[src/verilog/port_pkg.sv]
// constants shared by the quasi-bidirectional port block
package port_pkg;
  // ==========================================================
  // port geometry and reset values
  localparam int          PORT_W        = 8;
  localparam logic [7:0]  PORT_RESET    = 8'h0_0ff;
  // ==========================================================
  // timing of the strong transition driver
  localparam int          CLOCK_HZ      = 10_000_000;
  localparam int          BOOST_NS      = 200;
  localparam int          BOOST_CYCLES  =
    (BOOST_NS * (CLOCK_HZ / 1_000_000) / 1000) < 1 ? 1 :
    (BOOST_NS * (CLOCK_HZ / 1_000_000) / 1000);
  localparam logic [3:0]  BOOST_COUNT   = 4'(BOOST_CYCLES);
  // ==========================================================
  // port 1 alternate function bit positions
  localparam int          P1_T2_IO      = 0;
  localparam int          P1_T2_TRIG    = 1;
  localparam int          P1_S1_RX      = 2;
  localparam int          P1_S1_TX      = 3;
  localparam int          P1_IRQ_RISE   = 4;
  localparam int          P1_IRQ_FALL_A = 5;
  localparam int          P1_IRQ_FALL_B = 6;
  // ==========================================================
  // port 3 alternate function bit positions
  localparam int          P3_S0_RX      = 0;
  localparam int          P3_S0_TX      = 1;
  localparam int          P3_IRQ0       = 2;
  localparam int          P3_IRQ1       = 3;
  localparam int          P3_T0         = 4;
  localparam int          P3_T1         = 5;
  localparam int          P3_WR         = 6;
  localparam int          P3_RD         = 7;
endpackage : port_pkg

[src/verilog/quasi_ports.sv]
// ports 1, 2 and 3 with alternate functions, boot select, rtc load
//
// Overview of operation
// Port 2 and 3 reset high, weak pull-up
// Weakly held pin reads external level
// Written zero holds strong pull-down until one
// Zero-to-one write pulses strong driver briefly
// Port 2 drives address high byte externally
// Port 1 bits 0-3: timer2, serial 1
// Port 1 bit 4: rising-edge interrupt
// Port 1 bits 5,6: falling-edge interrupts
// Port 3: serial0, irqs, timers, strobes
// Select low forces external code fetch
// Rtc crystal load chosen by control bit
// Port 1 quasi-bidirectional, resets to ones
// Alternate output needs latch one
`timescale 1ns/1ps
`default_nettype none
module quasi_ports
  import port_pkg::*;
(
  // clock and reset
  input  wire logic        clock,
  input  wire logic        reset_n,
  // cpu latch writes
  input  wire logic        p1_wr,
  input  wire logic        p2_wr,
  input  wire logic        p3_wr,
  input  wire logic [7:0]  wr_data,
  // external bus use of port 2 and port 3 strobes
  input  wire logic        ext_bus_active,
  input  wire logic [7:0]  ext_addr_high,
  input  wire logic        ext_wr_strobe_n,
  input  wire logic        ext_rd_strobe_n,
  // peripheral outputs borrowing pins
  input  wire logic        timer2_ext_out,
  input  wire logic        serial1_tx,
  input  wire logic        serial0_tx,
  // pads
  input  wire logic [7:0]  p1_pad_in,
  input  wire logic [7:0]  p2_pad_in,
  input  wire logic [7:0]  p3_pad_in,
  output logic [7:0]       p1_pulldown,
  output logic [7:0]       p1_boost,
  output logic [7:0]       p1_weak_up,
  output logic [7:0]       p2_pulldown,
  output logic [7:0]       p2_boost,
  output logic [7:0]       p2_weak_up,
  output logic [7:0]       p3_pulldown,
  output logic [7:0]       p3_boost,
  output logic [7:0]       p3_weak_up,
  // port reads
  output logic [7:0]       p1_latch,
  output logic [7:0]       p2_latch,
  output logic [7:0]       p3_latch,
  output logic [7:0]       p1_pins,
  output logic [7:0]       p2_pins,
  output logic [7:0]       p3_pins,
  // alternate inputs to peripherals
  output logic             timer2_ext_io,
  output logic             timer2_capture_trigger,
  output logic             serial1_rx,
  output logic             serial0_rx,
  output logic             ext_irq_zero,
  output logic             ext_irq_one,
  output logic             timer0_input,
  output logic             timer1_input,
  output logic             ext_irq_rising_a,
  output logic             ext_irq_falling_a,
  output logic             ext_irq_falling_b,
  // boot select and rtc load
  input  wire logic        external_program_select,
  input  wire logic        rtc_load_select,
  output logic             fetch_external,
  output logic             rtc_load_high
);
  // ==========================================================
  // wanted levels per port
  logic [7:0] p1_level;
  logic [7:0] p2_level;
  logic [7:0] p3_level;
  logic [7:0] p1_sync;
  logic [7:0] p2_sync;
  logic [7:0] p3_sync;
  logic [7:0] p1_q;
  logic [7:0] p2_q;
  logic [7:0] p3_q;

  // alternate outputs only pull low; a latch zero still wins
  assign p1_level = {4'hf, serial1_tx, 2'b11, timer2_ext_out};
  assign p2_level = ext_addr_high;
  assign p3_level = {ext_rd_strobe_n, ext_wr_strobe_n,
                     4'hf, serial0_tx, 1'b1};

  // ==========================================================
  // pin slices, one per bit and port
  genvar i;
  generate
    for (i = 0; i < PORT_W; i++) begin : g_pin
      quasi_pin u_p1 (
        .clock        (clock),
        .reset_n      (reset_n),
        .wr_en        (p1_wr),
        .wr_bit       (wr_data[i]),
        .drive_level  (p1_level[i]),
        .force_drive  (1'b0),
        .pad_in       (p1_pad_in[i]),
        .pad_pulldown (p1_pulldown[i]),
        .pad_boost    (p1_boost[i]),
        .pad_weak_up  (p1_weak_up[i]),
        .latch_q      (p1_q[i]),
        .pin_sync     (p1_sync[i])
      );
      // address drive replaces the latch during external cycles
      quasi_pin u_p2 (
        .clock        (clock),
        .reset_n      (reset_n),
        .wr_en        (p2_wr),
        .wr_bit       (wr_data[i]),
        .drive_level  (ext_bus_active ? p2_level[i] : 1'b1),
        .force_drive  (ext_bus_active),
        .pad_in       (p2_pad_in[i]),
        .pad_pulldown (p2_pulldown[i]),
        .pad_boost    (p2_boost[i]),
        .pad_weak_up  (p2_weak_up[i]),
        .latch_q      (p2_q[i]),
        .pin_sync     (p2_sync[i])
      );
      quasi_pin u_p3 (
        .clock        (clock),
        .reset_n      (reset_n),
        .wr_en        (p3_wr),
        .wr_bit       (wr_data[i]),
        .drive_level  (p3_level[i]),
        .force_drive  (1'b0),
        .pad_in       (p3_pad_in[i]),
        .pad_pulldown (p3_pulldown[i]),
        .pad_boost    (p3_boost[i]),
        .pad_weak_up  (p3_weak_up[i]),
        .latch_q      (p3_q[i]),
        .pin_sync     (p3_sync[i])
      );
    end
  endgenerate

  assign p1_latch = p1_q;
  assign p2_latch = p2_q;
  assign p3_latch = p3_q;
  assign p1_pins  = p1_sync;
  assign p2_pins  = p2_sync;
  assign p3_pins  = p3_sync;

  // ==========================================================
  // alternate inputs and edge detection
  logic       rise_prev_reg;
  logic       fa_prev_reg;
  logic       fb_prev_reg;
  logic       rise_reg;
  logic       fa_reg;
  logic       fb_reg;
  logic [7:0] alt_reg;
  logic [2:0] sel_sync_reg;
  logic       fetch_ext_reg;
  logic       rtc_load_reg;
  wire        rise_ev = p1_sync[P1_IRQ_RISE] & ~rise_prev_reg;
  wire        fa_ev   = ~p1_sync[P1_IRQ_FALL_A] & fa_prev_reg;
  wire        fb_ev   = ~p1_sync[P1_IRQ_FALL_B] & fb_prev_reg;

  always_ff @(posedge clock or negedge reset_n) begin
    if (!reset_n) begin
      rise_prev_reg <= 1'b1;
      fa_prev_reg   <= 1'b1;
      fb_prev_reg   <= 1'b1;
      rise_reg      <= 1'b0;
      fa_reg        <= 1'b0;
      fb_reg        <= 1'b0;
      alt_reg       <= PORT_RESET;
    end else begin
      rise_prev_reg <= p1_sync[P1_IRQ_RISE];
      fa_prev_reg   <= p1_sync[P1_IRQ_FALL_A];
      fb_prev_reg   <= p1_sync[P1_IRQ_FALL_B];
      rise_reg      <= rise_ev;
      fa_reg        <= fa_ev;
      fb_reg        <= fb_ev;
      alt_reg       <= {p3_sync[P3_T1], p3_sync[P3_T0],
                        p3_sync[P3_IRQ1], p3_sync[P3_IRQ0],
                        p3_sync[P3_S0_RX], p1_sync[P1_S1_RX],
                        p1_sync[P1_T2_TRIG], p1_sync[P1_T2_IO]};
    end
  end

  // ==========================================================
  // boot select through its own three-stage synchroniser, rtc load bit
  always_ff @(posedge clock or negedge reset_n) begin
    if (!reset_n) begin
      sel_sync_reg  <= 3'b000;
      fetch_ext_reg <= 1'b1;
      rtc_load_reg  <= 1'b0;
    end else begin
      sel_sync_reg <= {sel_sync_reg[1:0], external_program_select};
      if (sel_sync_reg[1] == sel_sync_reg[2])
        fetch_ext_reg <= ~sel_sync_reg[2];
      rtc_load_reg <= rtc_load_select;
    end
  end

  assign timer2_ext_io          = alt_reg[0];
  assign timer2_capture_trigger = alt_reg[1];
  assign serial1_rx             = alt_reg[2];
  assign serial0_rx             = alt_reg[3];
  assign ext_irq_zero           = alt_reg[4];
  assign ext_irq_one            = alt_reg[5];
  assign timer0_input           = alt_reg[6];
  assign timer1_input           = alt_reg[7];
  assign ext_irq_rising_a       = rise_reg;
  assign ext_irq_falling_a      = fa_reg;
  assign ext_irq_falling_b      = fb_reg;
  assign fetch_external         = fetch_ext_reg;
  assign rtc_load_high          = rtc_load_reg;
endmodule : quasi_ports
`default_nettype wire

[src/verilog/quasi_pin.sv]
// one quasi-bidirectional pin: latch, pull-down, boost, input sync
`timescale 1ns/1ps
`default_nettype none
module quasi_pin
  import port_pkg::*;
(
  // clock and reset
  input  wire logic       clock,
  input  wire logic       reset_n,
  // latch write from the cpu
  input  wire logic       wr_en,
  input  wire logic       wr_bit,
  // level wanted on the pin (latch and alternate / address)
  input  wire logic       drive_level,
  input  wire logic       force_drive,
  // pad
  input  wire logic       pad_in,
  output logic            pad_pulldown,
  output logic            pad_boost,
  output logic            pad_weak_up,
  // state
  output logic            latch_q,
  output logic            pin_sync
);
  logic       latch_reg;
  logic       level_reg;
  logic [3:0] boost_cnt_reg;
  logic       pd_reg;
  logic       weak_reg;
  logic       boost_reg;
  logic [2:0] sync_reg;
  logic       pin_reg;
  wire        level_next = force_drive ? drive_level : (latch_reg & drive_level);
  wire        rise       = level_next & ~level_reg;

  // ==========================================================
  // latch and driver control
  always_ff @(posedge clock or negedge reset_n) begin
    if (!reset_n) begin
      latch_reg     <= 1'b1;
      level_reg     <= 1'b1;
      pd_reg        <= 1'b0;
      weak_reg      <= 1'b1;
      boost_reg     <= 1'b0;
      boost_cnt_reg <= 4'h0;
    end else begin
      if (wr_en)
        latch_reg <= wr_bit;
      level_reg <= level_next;
      pd_reg    <= ~level_next;
      weak_reg  <= level_next;
      if (rise) begin
        boost_reg     <= 1'b1;
        boost_cnt_reg <= BOOST_COUNT;
      end else if (boost_cnt_reg > 4'h1) begin
        boost_cnt_reg <= boost_cnt_reg - 4'h1;
      end else begin
        boost_reg     <= 1'b0;
        boost_cnt_reg <= 4'h0;
      end
      if (!level_next)
        boost_reg <= 1'b0;
    end
  end

  // ==========================================================
  // input path: a change counts once stages two and three agree
  always_ff @(posedge clock or negedge reset_n) begin
    if (!reset_n) begin
      sync_reg <= 3'b111;
      pin_reg  <= 1'b1;
    end else begin
      sync_reg <= {sync_reg[1:0], pad_in};
      if (sync_reg[1] == sync_reg[2])
        pin_reg <= sync_reg[2];
    end
  end

  assign pad_pulldown = pd_reg;
  assign pad_boost    = boost_reg;
  assign pad_weak_up  = weak_reg;
  assign latch_q      = latch_reg;
  assign pin_sync     = pin_reg;
endmodule : quasi_pin
`default_nettype wire

[config.mk]
export PLATFORM = sky130hd
export DESIGN_NAME = quasi_ports
export DESIGN_NICKNAME = d
export VERILOG_FILES = /design/src/verilog/port_pkg.sv /design/src/verilog/quasi_ports.sv /design/src/verilog/quasi_pin.sv
export SDC_FILE = /design/constraint.sdc
export NUM_CORES = 1
export LEC_CHECK = 0
export ABC_AREA = 1
export BUFFER_PORTS_ARGS = -buffer_cell sky130_fd_sc_hd__buf_2
export CELL_PAD_IN_SITES_DETAIL_PLACEMENT = 1
export CELL_PAD_IN_SITES_GLOBAL_PLACEMENT = 1
export CORE_ASPECT_RATIO = 1.75
export CORE_MARGIN = 2
export CORE_UTILIZATION = 49
export CTS_BUF_LIST = sky130_fd_sc_hd__clkbuf_2
export CTS_CLUSTER_SIZE = 10
export DETAILED_ROUTE_END_ITERATION = 8
export PLACE_DENSITY = 0.9
export SLEW_MARGIN = 25
export SYNTH_ARGS = -nofsm -noshare
export SYNTH_HDL_FRONTEND = slang
export SYNTH_HIERARCHICAL = 1
export SYNTH_SLANG_ARGS = --single-unit
[constraint.sdc]
create_clock -name clock -period 2.8 [get_ports clock]
set_input_delay 0.42 -clock clock [delete_from_list [all_inputs] [get_ports clock]]
set_output_delay 0.42 -clock clock [all_outputs]
set_load 0.02 [all_outputs]
# Word-level counts from Yosys, hierarchy flattened
# Cells that the tools add are included.
# W data, S select, Z words.
[word_totals] regBits=307 input_bits=53 output_inout_bits=133 elab_cells=503
[classes] n_addsub=24 magnitude_cmp=24 eq_ne=49 muxes=136 bitwise=92
[ops] cell="$mux W4" count=48
[ops] cell="$gt A4 B1 Y1 const B" count=24
[ops] cell="$sub A4 B1 Y4 const B" count=24
[ops] cell="$mux W1" count=88
[ops] cell="$ne A3 B3 Y1 const B" count=24
[ops] cell="$not A1 Y1" count=52
[ops] cell="$and A1 B1 Y1" count=40
[ops] cell="$eq A1 B1 Y1" count=25

# Logic depth before layout (Yosys ltp)
# Gate-level depths: netlist of the first run.
[logic_depth] word_depth=6 depth_mapped=7

# Hierarchy
# Netlist of the first run, hierarchy kept.
[modules_own_cells] module="quasi_pin" instances=24 cells_per_inst=49 area_each_um2=490.5 seq_area_each_um2=307.8
[modules_own_cells] module="quasi_ports" instances=1 cells_per_inst=50 area_each_um2=608.1 seq_area_each_um2=490.5

# Worst setup path after synthesis of the first run
# No wires, ideal clock.
[synth_path] path_type="register to register" start="register g_pin[0].u_p2.latch_reg" end="register g_pin[0].u_p2.boost_cnt_reg[2]" setup_time_ns=0.120 arrival_ns=0.918 setup_slack_ns=1.762 stages_incl_launch_ff=6 synth_period_minus_slack_ns=1.038 path_cell_list="dfstp_2 -> inv_1 -> nand2_1 -> nand3_1 -> nand2_2 -> nor2_1"
[synth_between] elab_chain_len=4
[synth_lines] element="start: declaration" line="quasi_pin.sv:25" rtl="logic latch_reg;"
[synth_lines] element="start signal: assignment" line="quasi_pin.sv:48" rtl="latch_reg <= wr_bit;"
[synth_lines] element="$and A1 B1 Y1" line="quasi_pin.sv:33" rtl="wire level_next = force_drive ? drive_level : (latch_reg & drive_level);"
[synth_lines] element="$mux W1" line="quasi_pin.sv:33"
[synth_lines] element="$and A1 B1 Y1" line="quasi_pin.sv:34" rtl="wire rise = level_next & ~level_reg;"
[synth_lines] element="$mux W4" line="quasi_pin.sv:52" rtl="if (rise) begin"
[synth_lines] element="end signal: assignment" line="quasi_pin.sv:56" rtl="boost_cnt_reg <= boost_cnt_reg - 4'h1;"
[synth_lines] element="end: declaration" line="quasi_pin.sv:27" rtl="logic [3:0] boost_cnt_reg;"
# No other way between the ends.
# A chain may end at the register's enable or synchronous reset.

# Worst setup path in the final report of the first run
[layout_path] start="register g_pin[3].u_p2.latch_reg" end="output port p2_latch[3]"
[layout_rtl] element="start: declaration" line="quasi_pin.sv:25"
[layout_rtl] element="start signal: assignment" line="quasi_pin.sv:48"
[layout_rtl] element="end: declaration" line="quasi_ports.sv:54" rtl="output logic [7:0] p2_latch,"
# No word-level cell between the ends.

==> metrics.md, run 1 <==
| Metric | Value |
|---|---|
| Initial antenna violation count | 2 |
| Via count | 9510 |
| Num rows | 77 |
| Clock transition at path regs | 0.14 ns |
| Top cells by area, synth | dfstp_2, dfrtp_1, inv_1 |
| DP HPWL | 21700 µm |
| Largest net degree at the start of global routing | 75 |
| Period utilization | 78.01% |
| Startpoint types | register |
| Slowest CP cell | dfstp_2 |
| Area of the core | 25050 µm² |
| Area of the multi-input gates | 3652 µm² |
| Mean Syn Cell Area | 10.10 µm² |
| 1st-iter DRT viols | 253 |
| Hold crit path type | input port to register |
| Synthesis-to-finish area growth | 23.92% |
| Hold path cells | 2 |
| Hold_sp | p1_pad_in[2] |
| Worst-Skew Late Latency | 0.97 ns |
| DR vias/cell | 4.791 |
| Least-Margin Pin Slew | 0.9186 ns |
| Critical path endpoint category | output port |
| Slowest stage delay, CP | 0.60 ns |
| Clock Skew | 0.06360 ns |
| CTS Root Cell | clkbuf_2 |
| Reg2reg start | g_pin[7].u_p2/latch_q |
| PwrDens | 924.9 nW/µm² |
| Ratio of cells with drive above 1 in the final layout | 34.79% |
| Port Buf Inserts | 185 |
| Min cycle time layout | 2.184 ns |
| Setup TNS Final | 0 ns |
| Hold Worst Slack | 0.08393 ns |
| RD Place Congestion | 0.7686 |
| Data required time of the worst path | 2.38 ns |
| Distinct cells, synth | 15 |
| Seq cells post-synth | 307 |
| Worst Path Arrival | 1.76 ns |
| Clock Tree Buf Depth | 3 |
| Finish-stage setup viols | 0 |
| CTS tree | built |
| Reg2Reg Setup Slack | 1.24 ns |
| Synth top area share | 33.11% |
| Clock Sinks | 307 |
| Worst setup path class | register to output port |
| Seq/Total Area, Yosys | 63.63% |
| Clock buffer count from CTS | 71 |
| # DRC | 0 |
| CP Cell Sequence | buf_2 |
| Final hold violation count | 0 |
| Number of global-route vias before repair | 11.40k |
| Initial Util | 49.42% |
| Die area | 26600 µm² |
| PostCTS Resize Cnt | 0 |
| R2R Path End | g_pin[7].u_p2/pad_pulldown |
| Met1 wire length | 12000 µm |
| Slew margin rel. | 38.56% |
| Initial DRT Pass Iterations | 5 |
| First-pass GRT wire length | 57940 µm |
| Commonest cells after routing, fill and taps aside | inv_1, nand2_1, buf_2 |
| R2R cell count | 4 |
| Commonest non-fill, non-tap cell in the layout | inv_1 |
| Gr ovfl total | 0 |
| Post-route ant nets | 0 |
| Final wirelength | 36470 µm |
| Cell count after synthesis | 1226 |
| H-tree lvl count | 3 |
| Die Ht | 214.3 µm |
| Worst Path Buf+Inv | 1 |
| RSZ-0062 raised after global routing | no |
| Total area of sequential cells | 7878 µm² |
| Pleak | 8.264 nW |
| Wirelength per Cell | 18.37 µm |
| I/O pin count | 186 |
| Ys Warns | 6 |
| Critical path fanouts, max | 3 |
| Wire length on met2 | 20730 µm |
| FMAX | 0.4578 GHz |
| Die width | 124.2 µm |
| Final Slew Violations | 0 |
| Hold endpoint | g_pin[2].u_p1/sync_reg[0] |
| MaxCap Viol Count | 0 |
| Fillers | 2905 |
| Status | finished clean |
| Met3 wire length | 1816 µm |
| Cell taking the most area after synthesis | dfstp_2 |
| Synthesized area | 12380 µm² |
| Gr usage total | 28.97% |
| Layout Nets | 1712 |
| Top sig layer | met4 |
| Peak supply drop | 0.5693 mV |
| CP delay by family, top | flip-flops |
-- synthesized netlist by cell type --
library cell,count
dfrtp_1,151
nor2_2,48
conb_1,2
maj3_1,24
inv_1,253
xnor2_1,24
buf_2,1
nor2_1,123
nand2_1,228
ha_1,48
nand3_1,72
o21ai_0,24
inv_2,24
nand2_2,48
dfstp_2,156
-- repair_timing --
action,CTS,global route
endpoints found under the hold margin,331,0
endpoints found under the setup margin,0,0
hold buffers,71,0
setup buffers,0,0
-- cells by family (layout without fill, tap and decap cells) --
kind of cell / after synthesis / count (layout) / share of synthesized area [%]
compound gates: 24 / 24 / 0.9703
buf+inv: 278 / 667 / 8.439
fa+ha+maj: 72 / 72 / 6.792
xor+xnor: 24 / 24 / 1.698
simple gates: 519 / 519 / 18.41
other cells: 2 / 56 / 0.06067
flops: 307 / 307 / 63.63
-- power by group --
group / internal, mW / switching (mW) / leakage (nW)
logic: 1.74 / 3.30 / 4.26
clock network: 1.13 / 1.85 / 0.507
registers: 5.46 / 0.701 / 3.50
total: 8.34 / 5.85 / 8.26
-- worst max path at each step --
stage | slack, ns | depth (start not counted) | to | startpoint
3_3_place_gp | 1.45 | 5 | g_pin[6].u_p2/boost_cnt_reg[3] | ext_bus_active
6_report | 0.62 | 1 | p2_latch[3] | g_pin[3].u_p2/latch_q
4_1_cts | 0.53 | 4 | sel_sync_reg[2] | reset_n
2_1_floorplan | 1.76 | 5 | g_pin[0].u_p2/boost_cnt_reg[2] | g_pin[0].u_p2/latch_q
5_1_grt | 0.49 | 4 | sel_sync_reg[0] | reset_n
3_5_place_dp | 1.37 | 5 | g_pin[3].u_p2/boost_cnt_reg[3] | ext_bus_active
-- worst register-to-register path: stages, from the launching register on --
cell and delay, ns:
dfstp_2 0.57, nor2_1 0.07, nor2_2 0.13, dlygate4sd3_1 0.60, inv_1 0.07
-- layout make-up --
type / instances / area share, %
Antenna cell: 2 / 0.03262
Clock buffer: 111 / 3.621
Clock inverter: 18 / 0.6117
Inverter: 277 / 6.778
Multi-Input combinational cell: 693 / 23.81
Sequential cell: 307 / 51.35
Tap cell: 316 / 2.577
Timing Repair Buffer: 261 / 11.22
-- stage by stage --
step | setup WS (ns) | total power [mW] | instance area [µm²] | instances | util [%]
2_1_floorplan | 1.762 | 9.395 | 12570 | 1278 | -
3_3_place_gp | 1.453 | 10.32 | 13980 | 1783 | 55.79
3_5_place_dp | 1.372 | 10.84 | 13980 | 1783 | 55.79
4_1_cts | 0.5278 | 14.07 | 15340 | 1983 | 61.22
5_1_grt | 0.4908 | 15.27 | 15340 | 1985 | 61.24
6_report | 0.6156 | 14.19 | 15340 | 1985 | 61.24
-- routing by layer --
| layer | up-vias | global-route usage [%] |
|---|---|---|
| met3 | 117 | 7.606 |
| li1 | 4349 | - |
| met2 | 281 | 54.70 |
| met5 | - | 0 |
| met4 | 0 | 16.07 |
| met1 | 4763 | 26.87 |
(Power assumes the default switching activity.)
==> run 2: changes to the inputs <==
Settings changed: CORE_UTILIZATION 49 to 46, PLACE_DENSITY 0.9 to 0.85.
Clock period 2.8 ns to 2.2 ns, I/O delays scaled along.
==> run 2 against run 1 <==
Sequential share of layout area shrank 1.0 points. Combinational power grew 23%. Sequential power grew 27%. Critical path depth grew 8. Routed wire length shrank 6.8%. Register-to-register slack lost 0.69 ns.
==> metrics.md, run 2 (synthesis gave the netlist of run 1 again) <==
| Metric | Value |
|---|---|
| Status | finished clean |
| Gr usage total | 25.10% (-3.9 points) |
| Crit path top cell by count | dlygate4sd3_1 |
| Fillers | 3055 (+5.2%) |
| FMAX | 0.4663 GHz |
| Die area | 28290 µm² (+6.4%) |
| Min cycle time layout | 2.144 ns |
| Period utilization | 97.47% |
| Finish-stage setup viols | 0 (unchanged) |
| Setup TNS Final | 0 ns (unchanged) |
| Port Buf Inserts | 185 (unchanged) |
| Critical path fanouts, max | 24 (+21) |
| Hold endpoint | g_pin[2].u_p1/sync_reg[0] |
| Layout Nets | 1746 (+2.0%) |
| RD Place Congestion | 0.7511 (-2.3%) |
| I/O pin count | 186 (unchanged) |
| Top sig layer | met4 |
| PostCTS Resize Cnt | 0 (unchanged) |
| # DRC | 0 (unchanged) |
| Largest net degree at the start of global routing | 73 (-2.7%) |
| DP Area | 14000 µm² (+0.18%) |
| Wire length on met2 | 19580 µm (-5.5%) |
| Final hold violation count | 0 (unchanged) |
| Gr ovfl total | 0 (unchanged) |
| Number of global-route vias before repair | 11.14k (-2.3%) |
| Power, Total | 17.59 mW (+24%) |
| Met3 wire length | 1364 µm (-25%) |
| Slowest CP cell | dlygate4sd3_1 |
| 1st-iter DRT viols | 308 (+22%) |
| Clock Sinks | 307 (unchanged) |
| Reg2reg start | g_pin[5].u_p2/latch_q |
| Worst setup path class | input port to register |
| Worst setup margin | 0.05567 ns (-0.5599 ns) |
| Pleak | 8.369 nW (+1.3%) |
| Startpoint types | input port |
| MaxCap Viol Count | 0 (unchanged) |
| Slowest stage delay, CP | 0.65 ns (+0.05 ns) |
| H-tree lvl count | 3 (unchanged) |
| Via count | 9481 (-0.30%) |
| Commonest cells after routing, fill and taps aside | inv_1, nand2_1, buf_2 |
| Post-CTS Setup Inserts | 0 (unchanged) |
| Least-Margin Pin Slew | 0.5031 ns (-0.4155 ns) |
| Clock buffer count from CTS | 73 (+2.8%) |
| Hold crit path type | input port to register |
| Design area | 15650 µm² (+2.0%) |
| CP Cell Sequence | dlygate4sd3_1 -> buf_2 -> nand2_1 -> dlygate4sd3_1 -> inv_2 -> nor2_2 -> dlygate4sd3_1 -> nand3_1 -> nand2_1 |
| R2R Path End | g_pin[5].u_p2/pad_boost |
| Final Slew Violations | 0 (unchanged) |
| Final wirelength | 33970 µm (-6.8%) |
| Met1 wire length | 11540 µm (-3.8%) |
| Critical path endpoint category | register |
| Hold path cells | 2 (unchanged) |
| Ratio of cells with drive above 1 in the final layout | 34.04% (-0.75 points) |
| Reg2Reg Setup Slack | 0.55 ns (-0.69 ns) |
| Cts hold-fix bufs | 101 (+42%) |
| Dpl ws | 0.8321 ns (-0.5396 ns) |
| Die Ht | 221.0 µm (+3.2%) |
| Worst-Skew Late Latency | 0.95 ns (-0.02 ns) |
| Initial DRT Pass Iterations | 4 (-1) |
| Data required time of the worst path | 3.05 ns (+0.67 ns) |
| Die width | 128.0 µm (+3.1%) |
| Commonest non-fill, non-tap cell in the layout | inv_1 |
| Area of the core | 26490 µm² (+5.8%) |
| Initial Util | 46.73% (-2.7 points) |
| RSZ-0062 raised after global routing | no |
| Worst Path Arrival | 3.00 ns (+1.24 ns) |
| DR vias/cell | 4.680 (-2.3%) |
| Wirelength per Cell | 16.77 µm (-8.7%) |
| Clock Tree Buf Depth | 3 (unchanged) |
| DP HPWL | 20750 µm (-4.4%) |
| Post-route ant nets | 0 (unchanged) |
| CTS tree | built |
| Synthesis-to-finish area growth | 26.38% |
| R2R cell count | 5 (+1) |
| Num rows | 79 (+2.6%) |
| CTS Root Cell | clkbuf_2 |
| First-pass GRT wire length | 55370 µm (-4.4%) |
| Hold_sp | p1_pad_in[2] |
| Peak supply drop | 0.6226 mV (+9.4%) |
| PwrDens | 1124 nW/µm² (+22%) |
| Clock Skew | 0.04600 ns (-0.01760 ns) |
| Clock transition at path regs | 0.13 ns (about the same) |
| Slew margin rel. | 66.46% (+28 points) |
| Initial antenna violation count | 2 (unchanged) |
[run 2: layout make-up]
cell class / count / area, µm² / area share, %
sequential: 307 / 7878 / 50.35
tap: 324 / 405.4 / 2.591
timing repair buffer: 293 / 2047 / 13.08
antenna: 4 / 10.01 / 0.06398
multi-input combinational: 693 / 3652 / 23.34
clock inverter: 28 / 112.6 / 0.7198
inverter: 277 / 1040 / 6.646
clock buffer: 100 / 500.5 / 3.199
[run 2: power by group]
part	switching, mW	internal, mW	total [mW]
Combinational	3.95	2.24	6.19
Clock	2.35	1.24	3.58
Sequential	0.862	6.95	7.81
Total	7.16	10.4	17.6
[run 2: routing by layer]
layer	GRT usage, %	vias up
li1	-	4411
met1	23.77	4727
met2	48.84	240
met3	5.682	103
met4	12.73	0
met5	0	-
[run 2: how the worst max path moves through the flow]
stage / from / end / slack, ns / depth (start not counted)
detailed placement: ext_bus_active / g_pin[4].u_p2/boost_cnt_reg[2] / 0.83 / 5
floorplan: g_pin[0].u_p2/latch_q / g_pin[0].u_p2/boost_cnt_reg[2] / 1.16 / 5
finish: ext_bus_active / g_pin[4].u_p2/pad_boost / 0.06 / 9
global route: g_pin[7].u_p2/latch_q / p2_latch[7] / 0.05 / 1
global placement: ext_bus_active / g_pin[6].u_p2/boost_cnt_reg[3] / 0.94 / 5
CTS: g_pin[0].u_p2/latch_q / p2_latch[0] / 0.07 / 1
[run 2: per-stage QoR]
step                      hold slack [ns]  utilization (%)  instances
after floorplan                   0.03441                -       1278
after global placement             0.2568            52.85       1793
after detailed placement           0.2603            52.85       1793
after CTS                        0.008285            59.02       2022
after global routing             0.007869            59.06       2026
final                              0.1174            59.06       2026
[run 2: critical path, delay by kind of cell]
family / cells / cell delay, ns
simple gates: 4 / 0.37
buf+inv: 5 / 2.29
==> run 3: changes to the inputs <==
Settings changed: CORE_UTILIZATION 46 to 49, PLACE_DENSITY 0.85 to 0.9.
Clock period 2.2 ns to 2.49 ns, I/O delays scaled along.
==> run 3 against run 2 <==
Hold slack got worse by 0.0079 ns. Die area decreased by 6.0%. Critical endpoint is now p2_latch[1]. Design area decreased by 2.5%. Clock power decreased by 9.8%. Cell count decreased by 2.4%. Sequential power decreased by 11%. Highest routed layer unchanged. Clock skew increased by 0.054 ns. Power decreased by 11%. Routed wire length increased by 0.88%. Critical path type is now register to output port.
==> metrics.md, run 3 (synthesis gave the netlist of run 1 again) <==
| Metric | Value |
|---|---|
| Status | finished clean |
| DR vias/cell | 4.754 (+1.6%) |
| CTS tree | built |
| Final hold violation count | 0 (unchanged) |
| R2R cell count | 3 (-2) |
| Via count | 9399 (-0.86%) |
| MaxCap Viol Count | 0 (unchanged) |
| Die width | 124.2 µm (-3.0%) |
| Startpoint types | register |
| Hold crit path type | input port to asynchronous set/reset pin |
| Die area | 26600 µm² (-6.0%) |
| Largest net degree at the start of global routing | 85 (+16%) |
| I/O pin count | 186 (unchanged) |
| Worst-Skew Late Latency | 0.89 ns (-0.06 ns) |
| H-tree lvl count | 3 (unchanged) |
| Slowest stage delay, CP | 0.61 ns (-0.04 ns) |
| Commonest non-fill, non-tap cell in the layout | inv_1 |
| Dpl ws | 1.089 ns (+0.2567 ns) |
| Clock Skew | 0.09961 ns (+0.05361 ns) |
| Clock Sinks | 307 (unchanged) |
| Slowest CP cell | dfstp_2 |
| Peak supply drop | 0.5095 mV (-18%) |
| RSZ-0062 raised after global routing | no |
| Met3 GRT Util | 5.559% (-0.12 points) |
| Initial Util | 49.42% (+2.7 points) |
| Power, Total | 15.70 mW (-11%) |
| Worst setup margin | 0.4527 ns (+0.3971 ns) |
| Critical path fanouts, max | 3 (-88%) |
| PostCTS Resize Cnt | 0 (unchanged) |
| Data required time of the worst path | 2.12 ns (-0.93 ns) |
| FMAX | 0.4909 GHz |
| Reg2reg start | g_pin[6].u_p3/latch_q |
| CTS Root Cell | clkbuf_2 |
| # DRC | 0 (unchanged) |
| Initial antenna violation count | 2 (unchanged) |
| Die Ht | 214.3 µm (-3.1%) |
| GRT Max-Usage Layer | met2 |
| PwrDens | 1029 nW/µm² (-8.5%) |
| Design area | 15250 µm² (-2.5%) |
| Final wirelength | 34270 µm (+0.88%) |
| Clock buffer count from CTS | 71 (-2.7%) |
| Number of global-route vias before repair | 10.94k (-1.8%) |
| Setup TNS Final | 0 ns (unchanged) |
| Min cycle time layout | 2.037 ns |
| Layout Nets | 1704 (-2.4%) |
| Period utilization | 81.82% |
| Clock transition at path regs | 0.15 ns (+0.02 ns) |
| M2 GR Usage | 51.88% (+3.0 points) |
| Finish-stage setup viols | 0 (unchanged) |
| Worst Path Buf+Inv | 1 (-4) |
| Num rows | 77 (-2.5%) |
| RD Place Congestion | 0.7922 (+5.5%) |
| Slew margin rel. | 56.34% (-10 points) |
| Initial DRT Pass Iterations | 4 (unchanged) |
| Post-route ant nets | 0 (unchanged) |
| DP Area | 14000 µm² (about the same) |
| First-pass GRT wire length | 54520 µm (-1.5%) |
| Commonest cells after routing, fill and taps aside | inv_1, nand2_1, buf_2 |
| Wirelength per Cell | 17.34 µm (+3.4%) |
| Critical path endpoint category | output port |
| Worst Path Arrival | 1.66 ns (-1.34 ns) |
| Pleak | 8.241 nW (-1.5%) |
| Gr usage total | 26.76% (+1.7 points) |
| 1st-iter DRT viols | 321 (+4.2%) |
| CP Cell Sequence | buf_2 |
| Worst setup path class | register to output port |
| Clock Tree Buf Depth | 3 (unchanged) |
| Final core utilization | 60.88% (+1.8 points) |
| CP delay by family, top | flip-flops |
| DP HPWL | 21610 µm (+4.2%) |
| Reg2Reg Setup Slack | 0.88 ns (+0.33 ns) |
| Area of the core | 25050 µm² (-5.4%) |
| Port Buf Inserts | 185 (unchanged) |
| Gr ovfl total | 0 (unchanged) |
| Ratio of cells with drive above 1 in the final layout | 35.32% (+1.3 points) |
| Final Slew Violations | 0 (unchanged) |
| Grt met1 use | 25.93% (+2.2 points) |
| Synthesis-to-finish area growth | 23.20% |
| R2R Path End | g_pin[6].u_p3/latch_q |
| Least-Margin Pin Slew | 0.6549 ns (+0.1518 ns) |
## run 3: cell count changes in the layout (fill, tap and decap cells not counted), sizes merged
cell | before | now
buf | 193 | 191
clkbuf | 100 | 115
clkinv | 25 | 11
diode | 4 | 2
dlygate4sd3 | 100 | 62
## run 3: metrics by stage
step | hold slack (ns) | instances
2_1_floorplan | 0.07791 | 1278
3_3_place_gp | 0.3358 | 1784
3_5_place_dp | 0.3472 | 1784
4_1_cts | 0.02279 | 1975
5_1_grt | 0.05686 | 1977
6_report | 0.1095 | 1977
## run 3: what timing repair did
item	CTS	global route
buffers inserted	0	0
hold buffers	62	0
endpoints found under the hold margin	346	0
## run 3: where the power goes
part / internal [mW] / switching (mW)
Combinational: 1.94 / 3.60
Sequential: 6.14 / 0.781
Clock: 1.20 / 2.02
## run 3: per-layer routing
layer  vias to the layer above  routed length [µm]
li1                       4352                   -
met1                      4712               11530
met2                       256               20080
met3                        79                1524
met4                         0                1141
met5                         -                   0
## run 3: final cells by class
cell class / count / area [µm²]
diodes: 2 / 5.005
repair buffers: 253 / 1652
flip-flops and latches: 307 / 7878
clock inverters: 14 / 53.80
multi-input cells: 693 / 3652
inverters: 277 / 1040
clock buffers: 115 / 575.6
well taps: 316 / 395.4
fillers: 2879 / 9798
## run 3: worst max-delay path by stage
stage | start | to | slack, ns | cells after the start
after floorplan | g_pin[0].u_p2/latch_q | g_pin[0].u_p2/boost_cnt_reg[2] | 1.45 | 5
after global placement | ext_bus_active | g_pin[5].u_p2/boost_cnt_reg[3] | 1.18 | 5
after detailed placement | ext_bus_active | g_pin[3].u_p2/boost_cnt_reg[3] | 1.09 | 5
after CTS | g_pin[2].u_p1/pin_sync | p1_pins[2] | 0.38 | 1
after global routing | g_pin[6].u_p3/latch_q | p3_latch[6] | 0.32 | 1
final | g_pin[1].u_p2/latch_q | p2_latch[1] | 0.45 | 1
